## src/rss_pkg.sv

```systemverilog
// constants and types for the rotate/subtract/skip/set execution datapath
package rss_pkg;

    localparam int          DATA_W      = 8;
    localparam int          ADDR_W      = 8;
    localparam int          REG_ADDR_W  = 4;

    // software register offsets
    localparam logic [3:0]  OFS_WORK    = 4'h0;
    localparam logic [3:0]  OFS_STATUS  = 4'h1;

    // values after reset, the set-all pattern and the decrement step
    localparam logic [7:0]  WORK_RST    = 8'h00;
    localparam logic [3:0]  STATUS_RST  = 4'h0;
    localparam logic [7:0]  ALL_ONES    = 8'hFF;
    localparam logic [7:0]  DEC_STEP    = 8'h01;

    // cycle counts of an instruction
    localparam int          CYC_PLAIN   = 1;
    localparam int          CYC_SKIP    = 2;

    typedef enum logic [2:0] {
        OP_NONE    = 3'h0,
        OP_ROTW    = 3'h1,
        OP_SUBW    = 3'h2,
        OP_SUBM    = 3'h3,
        OP_DECM    = 3'h4,
        OP_DECW    = 3'h5,
        OP_SETALL  = 3'h6,
        OP_SETBIT  = 3'h7
    } rss_op_t;

    // status word, bit 3 down to bit 0
    typedef struct packed {
        logic signedWrapBit;
        logic nullResultBit;
        logic halfCarryBit;
        logic borrowBit;
    } rss_status_t;

    typedef struct packed {
        rss_op_t             op;
        logic [ADDR_W-1:0]   addr;
        logic [DATA_W-1:0]   memData;
        logic [2:0]          bitSel;
    } rss_req_t;

    typedef struct packed {
        logic [ADDR_W-1:0]   addr;
        logic [DATA_W-1:0]   data;
    } rss_memwr_t;

    typedef enum logic [1:0] {
        ST_RUN   = 2'b01,
        ST_DUMMY = 2'b10
    } rss_state_t;

endpackage

```

## src/rss_exec.sv

```systemverilog
// execution datapath: rotate, subtract with borrow, decrement-skip, set
module rss_exec
    import rss_pkg::*;
(
    input  wire logic                  core_clk,
    input  wire logic                  rstn,
    input  wire logic                  execValid,
    input  wire rss_req_t              execReq,
    output logic                       memWe,
    output rss_memwr_t                 memWr,
    output logic [DATA_W-1:0]          workReg,
    output rss_status_t                status,
    output logic                       skipTaken,
    output logic                       dummyCycle,
    output logic                       instrDone,
    input  wire logic [REG_ADDR_W-1:0] regAddr,
    input  wire logic [DATA_W-1:0]     regWdata,
    input  wire logic                  regWe,
    input  wire logic                  regRe,
    output logic [DATA_W-1:0]          regRdata
);

    // nine-bit difference a - m - ~c, bit 8 is the borrow out
    function automatic logic [8:0] subBorrow(input logic [7:0] a,
                                             input logic [7:0] m,
                                             input logic       c);
        subBorrow = {1'b0, a} - {1'b0, m} - {8'h00, ~c};
    endfunction

    function automatic logic [7:0] bitMask(input logic [2:0] sel);
        bitMask = 8'h01 << sel;
    endfunction

    rss_state_t           state_q,    state_d;
    logic [DATA_W-1:0]    workReg_q,  workReg_d;
    rss_status_t          status_q,   status_d;
    logic                 memWe_q,    memWe_d;
    rss_memwr_t           memWr_q,    memWr_d;
    logic                 skip_q,     skip_d;
    logic                 done_q,     done_d;
    logic                 dummy_q,    dummy_d;
    logic [DATA_W-1:0]    rdata_q,    rdata_d;

    logic                 execTake;
    logic [8:0]           subRes;
    logic [4:0]           subLow;
    logic [7:0]           decRes;
    logic                 wrapOut;

    // requests are ignored during the dummy cycle
    assign execTake = execValid && (state_q == ST_RUN);
    assign subRes   = subBorrow(workReg_q, execReq.memData, status_q.borrowBit);
    assign subLow   = {1'b0, workReg_q[3:0]} - {1'b0, execReq.memData[3:0]}
                      - {4'h0, ~status_q.borrowBit};
    assign decRes   = execReq.memData - DEC_STEP;
    assign wrapOut  = (workReg_q[7] != execReq.memData[7])
                      && (subRes[7] != workReg_q[7]);

    always_comb begin
        state_d   = ST_RUN;
        workReg_d = workReg_q;
        status_d  = status_q;
        memWe_d   = 1'b0;
        memWr_d   = memWr_q;
        skip_d    = 1'b0;
        done_d    = 1'b0;
        dummy_d   = 1'b0;
        rdata_d   = '0;
        if (regRe) begin
            unique case (regAddr)
                OFS_WORK:   rdata_d = workReg_q;
                OFS_STATUS: rdata_d = {4'h0, status_q};
                default:    rdata_d = '0;
            endcase
        end
        // software writes lose against a same-cycle instruction
        if (regWe && !execTake) begin
            if (regAddr == OFS_WORK) begin
                workReg_d = regWdata;
            end
            if (regAddr == OFS_STATUS) begin
                status_d = rss_status_t'(regWdata[3:0]);
            end
        end
        unique case (state_q)
            ST_DUMMY: begin
                done_d = 1'b1;
            end
            ST_RUN: begin
                if (execTake) begin
                    done_d       = 1'b1;
                    memWr_d.addr = execReq.addr;
                    unique case (execReq.op)
                        OP_ROTW: begin
                            workReg_d = {status_q.borrowBit, execReq.memData[7:1]};
                            status_d.borrowBit = execReq.memData[0];
                        end
                        OP_SUBW, OP_SUBM: begin
                            if (execReq.op == OP_SUBW) begin
                                workReg_d = subRes[7:0];
                            end else begin
                                memWe_d      = 1'b1;
                                memWr_d.data = subRes[7:0];
                            end
                            status_d.signedWrapBit = wrapOut;
                            status_d.nullResultBit = (subRes[7:0] == 8'h00);
                            status_d.halfCarryBit  = ~subLow[4];
                            status_d.borrowBit     = ~subRes[8];
                        end
                        OP_DECM, OP_DECW: begin
                            if (execReq.op == OP_DECM) begin
                                memWe_d      = 1'b1;
                                memWr_d.data = decRes;
                            end else begin
                                workReg_d = decRes;
                            end
                            if (decRes == 8'h00) begin
                                skip_d  = 1'b1;
                                done_d  = 1'b0;
                                dummy_d = 1'b1;
                                state_d = ST_DUMMY;
                            end
                        end
                        OP_SETALL: begin
                            memWe_d      = 1'b1;
                            memWr_d.data = ALL_ONES;
                        end
                        OP_SETBIT: begin
                            memWe_d      = 1'b1;
                            memWr_d.data = execReq.memData | bitMask(execReq.bitSel);
                        end
                        OP_NONE: begin
                            done_d = 1'b1;
                        end
                    endcase
                end
            end
            default: begin
                state_d = ST_RUN;
            end
        endcase
    end

    always_ff @(posedge core_clk or negedge rstn) begin
        if (!rstn) begin
            state_q   <= ST_RUN;
            workReg_q <= WORK_RST;
            status_q  <= rss_status_t'(STATUS_RST);
            memWe_q   <= 1'b0;
            memWr_q   <= '0;
            skip_q    <= 1'b0;
            done_q    <= 1'b0;
            dummy_q   <= 1'b0;
            rdata_q   <= '0;
        end else begin
            state_q   <= state_d;
            workReg_q <= workReg_d;
            status_q  <= status_d;
            memWe_q   <= memWe_d;
            memWr_q   <= memWr_d;
            skip_q    <= skip_d;
            done_q    <= done_d;
            dummy_q   <= dummy_d;
            rdata_q   <= rdata_d;
        end
    end

    assign memWe      = memWe_q;
    assign memWr      = memWr_q;
    assign workReg    = workReg_q;
    assign status     = status_q;
    assign skipTaken  = skip_q;
    assign dummyCycle = dummy_q;
    assign instrDone  = done_q;
    assign regRdata   = rdata_q;

    logic isSub;
    assign isSub = (execReq.op == OP_SUBW) || (execReq.op == OP_SUBM);

    // independent reference for the signed wrap and low nibble borrow
    logic signed [9:0]    sgnDiff;
    logic                 sgnWrap;
    logic                 lowNoBorrow;
    assign sgnDiff     = $signed({{2{workReg_q[7]}}, workReg_q})
                         - $signed({{2{execReq.memData[7]}}, execReq.memData})
                         - $signed({9'h000, ~status_q.borrowBit});
    assign sgnWrap     = (sgnDiff > 10'sh07F) || (sgnDiff < -10'sh080);
    assign lowNoBorrow = {1'b0, workReg_q[3:0]}
                         >= ({1'b0, execReq.memData[3:0]} + {4'h0, ~status_q.borrowBit});
endmodule

```

## config.mk

```make
export PLATFORM = sky130hd
export DESIGN_NAME = rss_exec
export DESIGN_NICKNAME = d
export VERILOG_FILES = /design/src/rss_pkg.sv /design/src/rss_exec.sv
export SDC_FILE = /design/constraint.sdc
export NUM_CORES = 1
export LEC_CHECK = 0
export BUFFER_PORTS_ARGS = -buffer_cell sky130_fd_sc_hd__buf_2
export CORE_MARGIN = 2
export CORE_UTILIZATION = 55
export DETAILED_ROUTE_END_ITERATION = 6
export PLACE_DENSITY = 0.84
export SKIP_CTS_REPAIR_TIMING = 1
export SLEW_MARGIN = 0
export SYNTH_ARGS = -nofsm -noshare
export SYNTH_HDL_FRONTEND = slang
export SYNTH_SLANG_ARGS = --single-unit
```

## constraint.sdc

```tcl
create_clock -name core_clk -period 3.7 [get_ports core_clk]
set_input_delay 1.11 -clock core_clk [delete_from_list [all_inputs] [get_ports core_clk]]
set_output_delay 1.11 -clock core_clk [all_outputs]
set_load 0.02 [all_outputs]
```

==> flow_metrics.tcl, run 1 <==
set metrics [dict create \
    min_period_ns 3.17 \
    max-slew-margin-rel_pct 40.4 \
    worst_ep_required_time_ns 3.89 \
    grt_pass1_wl_um 11500 \
    netSwitchingFraction_pct 42.7 \
    seq_power_share_pct 29.6 \
    cts_tree "done" \
    cts_sinks 40 \
    htreeDepth 2 \
    synth_area_um2 2800 \
    worstMarginPinSlew_ns 0.894 \
    internal_power_mw 1.18 \
    synth_flop_cell "dfrtp_1" \
    track_usage_pct 27.2 \
    max_freq_mhz 316 \
    drv_cap 0 \
    drv_slew 0 \
    arrival_ns 3.35 \
    die_h_um 75.4 \
    ctsLongestPathBuffers 2 \
    die_area_um2 5680 \
    grt_pass1_vias 2428 \
    io_buffers 78 \
    synth-seq-cells 40 \
    seq_area_frac_synth_pct 35.8 \
    syn2layout_area_growth_pct 20.5 \
    first_pass_iters 7 \
    pre_cts_ws_ns 0.236 \
    wl_per_cell_um 17.0 \
    gp_routability_congestion 0.943 \
    p_clk_share_pct 17.4 \
    nNetsFinal 430 \
    comb_power_share_pct 53.0 \
    path_clk_slew_ns 0.08 \
    fp-row-count 25 \
    synth_edf_count 0 \
    vias_per_cell 6.00 \
    antenna_found_initial 0 \
    end_kind "flop" \
    rsz0062_at_grt "false" \
    grt_max_degree 41 \
    root_buffer "clkbuf_8" \
    met3WireLength_um 547 \
    setup_violations 0 \
    initial_core_util_pct 58.2 \
    drc_errors 0 \
    avgSynthCellArea_um2 9.56 \
    setup_tns_ns 0 \
    core_um2 4820 \
    setup_slack_ns 0.533 \
    yosys_warnings 0 \
    critPathMaxFanout 8 \
    synth_cell_types 62 \
    place_hpwl_um 5800 \
    cts_made_buffers 5 \
    irDropWorstVdd_mv 0.371 \
    num_vias 2647 \
    power_mw 2.05 \
    status "finished, final reports clean" \
    skew_ns 0.00565 \
    synth_fp_nets 350 \
    route.met2.wl_um 3530 \
    wl_met1_um 3110 \
    wl_um 7480 \
    cp-start-kind "primary input" \
    diodes 0 \
    clock_latency_ns 0.30 \
    hold_slack_ns 0.508 \
    die_w_um 75.4 \
    synth_cells 293 \
    overflow 0 \
    io_pins 79 \
    routed.top_layer "met4" \
    hold_viol_final 0 \
    async_flop_share_pct 100 \
    fin_crit_sh_pct 85.6 \
    initialDrtViolationCount 145 \
    p_switching_uw 875 \
    power_per_cell_area_nw_per_um2 607 \
    min_path_type "reg -> reg" \
    drive_gt1_share_pct 29.1 \
    worstSetupPathType "in -> reg" \
    p_leak_nw 1.69 \
    ant_nets 0 \
]
[power groups by stage]
stage / logic, mW / clock network [mW] / registers [mW]
2_1_floorplan: 0.636 / 0 / 0.704
3_3_place_gp: 1.04 / 0 / 0.612
3_5_place_dp: 1.07 / 0 / 0.614
4_1_cts: 1.08 / 0.361 / 0.606
5_1_grt: 1.19 / 0.383 / 0.617
6_report: 1.09 / 0.357 / 0.606
[cell usage in the layout (no fill, tap or decap), types with 3 or more instances in the layout]
cell / synthesis / routed
a31oi_1: 4 / 4
a211oi_1: 5 / 5
a211o_1: 4 / 4
nand3b_1: 4 / 4
mux2i_1: 13 / 13
a21oi_1: 10 / 10
ha_1: 16 / 16
o21ai_0: 6 / 6
nand2b_1: 3 / 3
xor2_1: 8 / 8
dfrtp_1: 39 / 39
inv_1: 30 / 30
nand3_1: 4 / 4
buf_2: 3 / 78
a311oi_1: 3 / 3
nand2_1: 13 / 13
clkbuf_8: 0 / 5
and3_1: 7 / 7
nor2_1: 24 / 24
buf_4: 1 / 4
mux2_2: 8 / 8
xnor2_1: 4 / 4
nor2b_1: 11 / 11
o221ai_1: 3 / 3
o22a_1: 4 / 4
nor3_1: 8 / 8
o22ai_1: 4 / 4
a22oi_1: 9 / 9
[final timing paths]
path                                           start                   end  slack (ns)  depth (start not counted)
min in group asynchronous                       rstn   instrDone$_DFF_PN0_        0.93                          1
worst min-delay path            memWr[8]$_DFFE_PN0P_  memWr[8]$_DFFE_PN0P_        0.51                          1
worst max-delay path                      execReq[3]   status[0]$_DFF_PN0_        0.53                          9
worst min register to register  memWr[8]$_DFFE_PN0P_  memWr[8]$_DFFE_PN0P_        0.51                          1
worst max register to register   status[0]$_DFF_PN0_   status[0]$_DFF_PN0_        1.02                          9
max in group asynchronous                       rstn  memWr[6]$_DFFE_PN0P_        2.21                          1
[flip-flops by register name, indices dropped and copies added, names as in the netlist]
register,flops
workReg,8
status,4
memWr,16
state_q,1
regRdata,8
dummyCycle,1
instrDone,1
memWe,1
[critical path: stages]
cell       delay, ns
buf_2           0.18
fa_1            0.20
inv_1           0.06
fa_1            0.39
nand2b_1        0.20
a2111o_1        0.47
a41oi_1         0.26
xor2_1          0.12
a2111oi_2       0.37
[metrics by stage]
step | cells | utilization [%] | cell area [µm²]
2_1_floorplan | 293 | - | 2800
3_3_place_gp | 433 | 67.8 | 3260
3_5_place_dp | 433 | 67.8 | 3260
4_1_cts | 441 | 70.1 | 3380
5_1_grt | 441 | 70.1 | 3380
6_report | 441 | 70.1 | 3380
[area by class of cell]
cell class	instances	area [µm²]
Clock buffer	5	68.8
Timing Repair Buffer	82	420
Inverter	30	113
Tap cell	67	83.8
Sequential cell	40	1000
Multi-Input combinational cell	214	1650
Clock inverter	3	42.5
Fill cell	411	1440
[metal layers]
layer | global-route usage [%] | vias to the layer above
met3 | 5.29 | 29
met5 | 0 | -
met1 | 35.6 | 1249
met2 | 43.9 | 132
li1 | - | 1237
met4 | 12.3 | 0
[Yosys cell counts, drive strengths merged, types with 2 or more instances]
library cell,instances,area [µm²]
xnor2,4,35.0
a311oi,3,26.3
nor3,8,40.0
or4b,2,20.0
nor3b,2,15.0
mux2i,13,130
dfrtp,39,976
and3,7,43.8
xor2,8,70.1
mux2,8,90.1
nand2,13,48.8
nor2b,11,68.8
ha,16,200
a22oi,9,67.6
a31oi,4,25.0
a21oi,11,58.8
a211o,4,35.0
a211oi,5,37.5
inv,30,113
o221ai,3,26.3
fa,2,40.0
nor2,24,90.1
buf,5,26.3
a21boi,2,15.0
nand2b,3,18.8
nor4,3,33.8
o21ai,8,40.0
nand3,6,47.6
o22a,4,35.0
nand3b,4,30.0
o32a,2,20.0
or3,2,12.5
clkbuf,4,15.0
o22ai,5,37.5
[cell families (layout without fill, tap and decap cells)]
kind of cell	count (synthesis)	count (layout)	synth area share (%)
XOR/XNOR	13	13	4.56
flip-flops	40	40	35.8
multiplexers	21	21	7.86
buffers and inverters	39	120	5.49
AO/OA/AOI/OAI	70	70	18.8
adder cells (fa/ha/maj)	18	18	8.58
AND/OR/NAND/NOR	92	92	19.0
No activity file was read; power rests on OpenSTA's default activity.
==> run 2: changes to the inputs <==
CORE_UTILIZATION = 24   (was 55)
PLACE_DENSITY = not set   (was 0.84)
==> run 2 against run 1 <==
Effect of this change: core utilization down 39 points; first-iteration DRC count rose by 17%; power rose by 8.3%; non-clock buffer count up 2; fmax fell by 1.8%; critical path depth is the same; largest cell class unchanged.
==> flow_metrics.tcl, run 2 (synthesis gave the netlist of run 1 again) <==
set metrics [dict create \
    status "finished, final reports clean" \
    min-delay-start "memWr[13]$_DFFE_PN0P_" \
    first_pass_iters 5 \
    register_area_um2 1000 \
    root_buffer "clkbuf_16" \
    grt_pass1_wl_um 13900 \
    rr_startpoint "workReg[0]$_DFF_PN0_" \
    skew_ns 0.00451 \
    io_pins 79 \
    multiInputGateArea_um2 1650 \
    pre_cts_ws_ns 0.222 \
    min_path_cells 1 \
    ctsLongestPathBuffers 2 \
    num_vias 2575 \
    worst_ep_required_time_ns 3.88 \
    gp_routability_congestion 0.878 \
    min_path_type "reg -> reg" \
    drv_slew 0 \
    routed.top_layer "met4" \
    crit_top_cell "fa_1" \
    worstMarginPinSlew_ns 0.929 \
    slowest_stage "a2111o_1" \
    reg2reg_to "status[0]$_DFF_PN0_" \
    max-slew-margin-rel_pct 38.1 \
    initialDrtViolationCount 169 \
    place_hpwl_um 6960 \
    grt_pass1_vias 2461 \
    initial_core_util_pct 24.5 \
    fp-row-count 39 \
    max_freq_mhz 310 \
    overflow 0 \
    setup_violations 0 \
    path_clk_slew_ns 0.06 \
    holdPathEnd "memWr[13]$_DFFE_PN0P_" \
    nNetsFinal 432 \
    htreeDepth 2 \
    worstSetupPathType "in -> reg" \
    drc_errors 0 \
    track_usage_pct 14.2 \
    crit_chain "buf_2 -> fa_1 -> inv_1 -> fa_1 -> nand2b_1 -> a2111o_1 -> a41oi_1 -> xor2_1 -> a2111oi_2" \
    arrival_ns 3.40 \
    route.met2.wl_um 4080 \
    setup_slack_ns 0.474 \
    cp_num_buf_inv 2 \
    drv_cap 0 \
    num-fill-cells 1217 \
    final_common_cell "buf_2" \
    ant_nets 0 \
    cp-start-kind "primary input" \
    wl_per_cell_um 17.0 \
    power_per_cell_area_nw_per_um2 626 \
    largest_reg_flops 16 \
    wl_um 8850 \
    antenna_found_initial 0 \
    critPathTopFamily "compound AO/OA/AOI/OAI gates" \
    final_cell_mix "buf_2 (78), dfrtp_1 (39), inv_1 (30)" \
    cp_slowest_stage_delay_ns 0.47 \
    cts_sinks 40 \
    die_area_um2 12600 \
    p_leak_nw 1.73 \
    hold_viol_final 0 \
    r2r_cells 9 \
    grt_max_degree 41 \
    critPathMaxFanout 8 \
    min_period_ns 3.23 \
    end_kind "flop" \
    die_h_um 112 \
    setup_tns_ns 0 \
    syn2layout_area_growth_pct 26.6 \
    r2r_setup_slack_ns 0.96 \
    cts_tree "done" \
    diodes 0 \
    fin_crit_sh_pct 87.2 \
    met3WireLength_um 682 \
    irDropWorstVdd_mv 0.201 \
    drive_gt1_share_pct 29.5 \
    rsz0062_at_grt "false" \
    io_buffers 78 \
    die_w_um 112 \
    clock_latency_ns 0.28 \
    wl_met1_um 3930 \
    vias_per_cell 4.96 \
    cts_made_buffers 5 \
    core_um2 11400 \
]
==> run 2: cell types whose count changed in the layout (fill, tap and decap cells not counted) <==
cell       change
clkinv_2       -1
buf_4          +2
clkbuf_16      +5
inv_6          +1
clkbuf_8       -5
==> run 2: cell type report <==
| class | count | share of cell area (%) |
|---|---|---|
| flip-flops and latches | 40 | 28.3 |
| repair buffers | 84 | 12.3 |
| clock buffers | 5 | 3.53 |
| well taps | 143 | 5.05 |
| clock inverters | 3 | 1.31 |
| multi-input cells | 214 | 46.4 |
| inverters | 30 | 3.18 |
==> run 2: worst max path at each step <==
| stage | startpoint | cells after the start | end | slack [ns] |
|---|---|---|---|---|
| global placement | execReq[3] | 9 | status[0]$_DFF_PN0_ | 0.31 |
| floorplan | execReq[3] | 8 | status[0]$_DFF_PN0_ | 0.62 |
| detailed placement | execReq[3] | 9 | status[0]$_DFF_PN0_ | 0.22 |
| finish | execReq[3] | 9 | status[0]$_DFF_PN0_ | 0.47 |
| global route | execReq[3] | 9 | status[0]$_DFF_PN0_ | 0.41 |
| CTS | execReq[3] | 9 | status[0]$_DFF_PN0_ | 0.50 |
==> run 2: power breakdown <==
group          switching [mW]  total (mW)  internal, mW
combinational           0.648        1.10         0.452
sequential             0.0880       0.613         0.525
clock                   0.187       0.507         0.321
total                   0.923        2.22          1.30
==> run 2: metal layers <==
| metal | global-route usage (%) | vias to the layer above |
|---|---|---|
| met4 | 4.80 | 0 |
| met5 | 0 | - |
| met1 | 19.5 | 1208 |
| li1 | - | 1237 |
| met3 | 2.92 | 12 |
| met2 | 22.5 | 118 |
==> run 2: per-stage QoR <==
stage | hold slack, ns | util, % | total power [mW] | cells | cell area (µm²)
2_1_floorplan | 0.629 | - | 1.34 | 293 | 2800
3_3_place_gp | 0.481 | 29.6 | 1.70 | 511 | 3370
3_5_place_dp | 0.491 | 29.6 | 1.72 | 511 | 3370
4_1_cts | 0.506 | 31.1 | 2.23 | 519 | 3550
5_1_grt | 0.512 | 31.1 | 2.36 | 519 | 3550
6_report | 0.502 | 31.1 | 2.22 | 519 | 3550
==> run 3: changes to the inputs <==
CELL_PAD_IN_SITES_DETAIL_PLACEMENT = 1   (was not set)
CELL_PAD_IN_SITES_GLOBAL_PLACEMENT = 1   (was not set)
PLACE_DENSITY_LB_ADDON = 0.1   (was not set)
==> run 3 against run 2 <==
Effect of this change: design area is 0.42% higher; critical path depth stayed put; largest power group unchanged; largest cell class unchanged; via count is 0.54% lower; critical endpoint unchanged.
==> flow_metrics.tcl, run 3 (synthesis gave the netlist of run 1 again) <==
set metrics [dict create \
    status "finished, final reports clean" \
    syn2layout_area_growth_pct 27.1 \
    overflow 0 \
    worstMarginPinSlew_ns 0.966 \
    power_per_cell_area_nw_per_um2 627 \
    largest_reg_flops 16 \
    num_vias 2561 \
    worst_ep_required_time_ns 3.89 \
    fin_crit_sh_pct 84.8 \
    crit_chain "buf_2 -> fa_1 -> inv_1 -> fa_1 -> nand2b_1 -> a2111o_1 -> a41oi_1 -> xor2_1 -> a2111oi_2" \
    gp_routability_congestion 0.813 \
    max_freq_mhz 319 \
    rsz0062_at_grt "false" \
    wl_um 9520 \
    slowest_stage "a2111o_1" \
    drive_gt1_share_pct 29.9 \
    initialDrtViolationCount 113 \
    critPathMaxFanout 8 \
    track_usage_pct 15.5 \
    arrival_ns 3.32 \
    root_buffer "clkbuf_16" \
    core_um2 11400 \
    place_hpwl_um 7600 \
    min_path_type "reg -> reg" \
    htreeDepth 2 \
    vias_per_cell 4.92 \
    power_mw 2.23 \
    end_kind "flop" \
    cts_tree "done" \
    drv_cap 0 \
    drc_errors 0 \
    initial_core_util_pct 24.5 \
    io_buffers 78 \
    worstSetupPathType "in -> reg" \
    cts_made_buffers 5 \
    ant_nets 0 \
    nNetsFinal 434 \
    irDropWorstVdd_mv 0.184 \
    first_pass_iters 4 \
    path_clk_slew_ns 0.07 \
    clock_latency_ns 0.29 \
    die_h_um 112 \
    cp-start-kind "primary input" \
    setup_violations 0 \
    ctsLongestPathBuffers 2 \
    final_cell_mix "buf_2 (78), dfrtp_1 (39), inv_1 (30)" \
    min_period_ns 3.14 \
    grt_pass1_vias 2706 \
    num-fill-cells 1375 \
    grt_max_degree 41 \
    setup_tns_ns 0 \
    fp-row-count 39 \
    die_area_um2 12600 \
    diodes 0 \
    cp_slowest_stage_delay_ns 0.46 \
    p_leak_nw 1.74 \
    max-slew-margin-rel_pct 35.6 \
    hold_viol_final 0 \
    multiInputGateArea_um2 1650 \
    grt_pass1_wl_um 15200 \
    io_pins 79 \
    register_area_um2 1000 \
    drv_slew 0 \
    wl_per_cell_um 18.3 \
    skew_ns 0.00976 \
    antenna_found_initial 0 \
    die_w_um 112 \
    crit_top_cell "fa_1" \
    cts_sinks 40 \
    final_common_cell "buf_2" \
]
run 3: changes by cell type in the layout (fill, tap and decap cells not counted):
cell and delta:
buf_4 +2
run 3: path summary, 6_finish.rpt:
kind | from | to | slack [ns] | cells past startpoint
max | execReq[3] | status[0]$_DFF_PN0_ | 0.56 | 9
min | memWr[13]$_DFFE_PN0P_ | memWr[13]$_DFFE_PN0P_ | 0.50 | 1
max reg2reg | workReg[0]$_DFF_PN0_ | status[0]$_DFF_PN0_ | 1.02 | 9
min reg2reg | memWr[13]$_DFFE_PN0P_ | memWr[13]$_DFFE_PN0P_ | 0.50 | 1
max in group asynchronous | rstn | memWe$_DFF_PN0_ | 2.13 | 1
min in group asynchronous | rstn | memWr[11]$_DFFE_PN0P_ | 0.98 | 1
run 3: metal layers:
layer  wire [µm]  track usage [%]
met5           0                0
met4          30             2.93
met3         471             2.05
met2        4600             26.0
met1        4410             21.6
run 3: worst max-delay path, delay by kind of cell:
kind	cells	cell delay (ns)
compound gates	3	1.06
xor+xnor	1	0.12
fa+ha+maj	2	0.59
buf+inv	2	0.23
simple gates	1	0.21
run 3: power by group:
part / switching (mW) / internal, mW / total [mW] / leakage [nW]
Clock: 0.196 / 0.321 / 0.517 / 0.0804
Sequential: 0.0835 / 0.525 / 0.608 / 0.490
Combinational: 0.657 / 0.452 / 1.11 / 1.17
Total: 0.936 / 1.30 / 2.23 / 1.74
run 3: cell type report:
type	instances	share of cell area (%)
clock buffers	5	3.51
clock inverters	3	1.30
inverters	30	3.16
multi-input cells	214	46.2
flip-flops and latches	40	28.1
well taps	143	5.02
repair buffers	86	12.6
run 3: per-stage QoR:
step	util (%)	instances	hold slack [ns]	instance area, µm²	worst slack (ns)
after floorplan	-	293	0.629	2800	0.624
final	31.2	521	0.499	3560	0.563
after detailed placement	29.7	513	0.489	3390	0.256
after global placement	29.7	513	0.482	3390	0.295
after global routing	31.2	521	0.516	3560	0.447
after CTS	31.2	521	0.503	3560	0.551
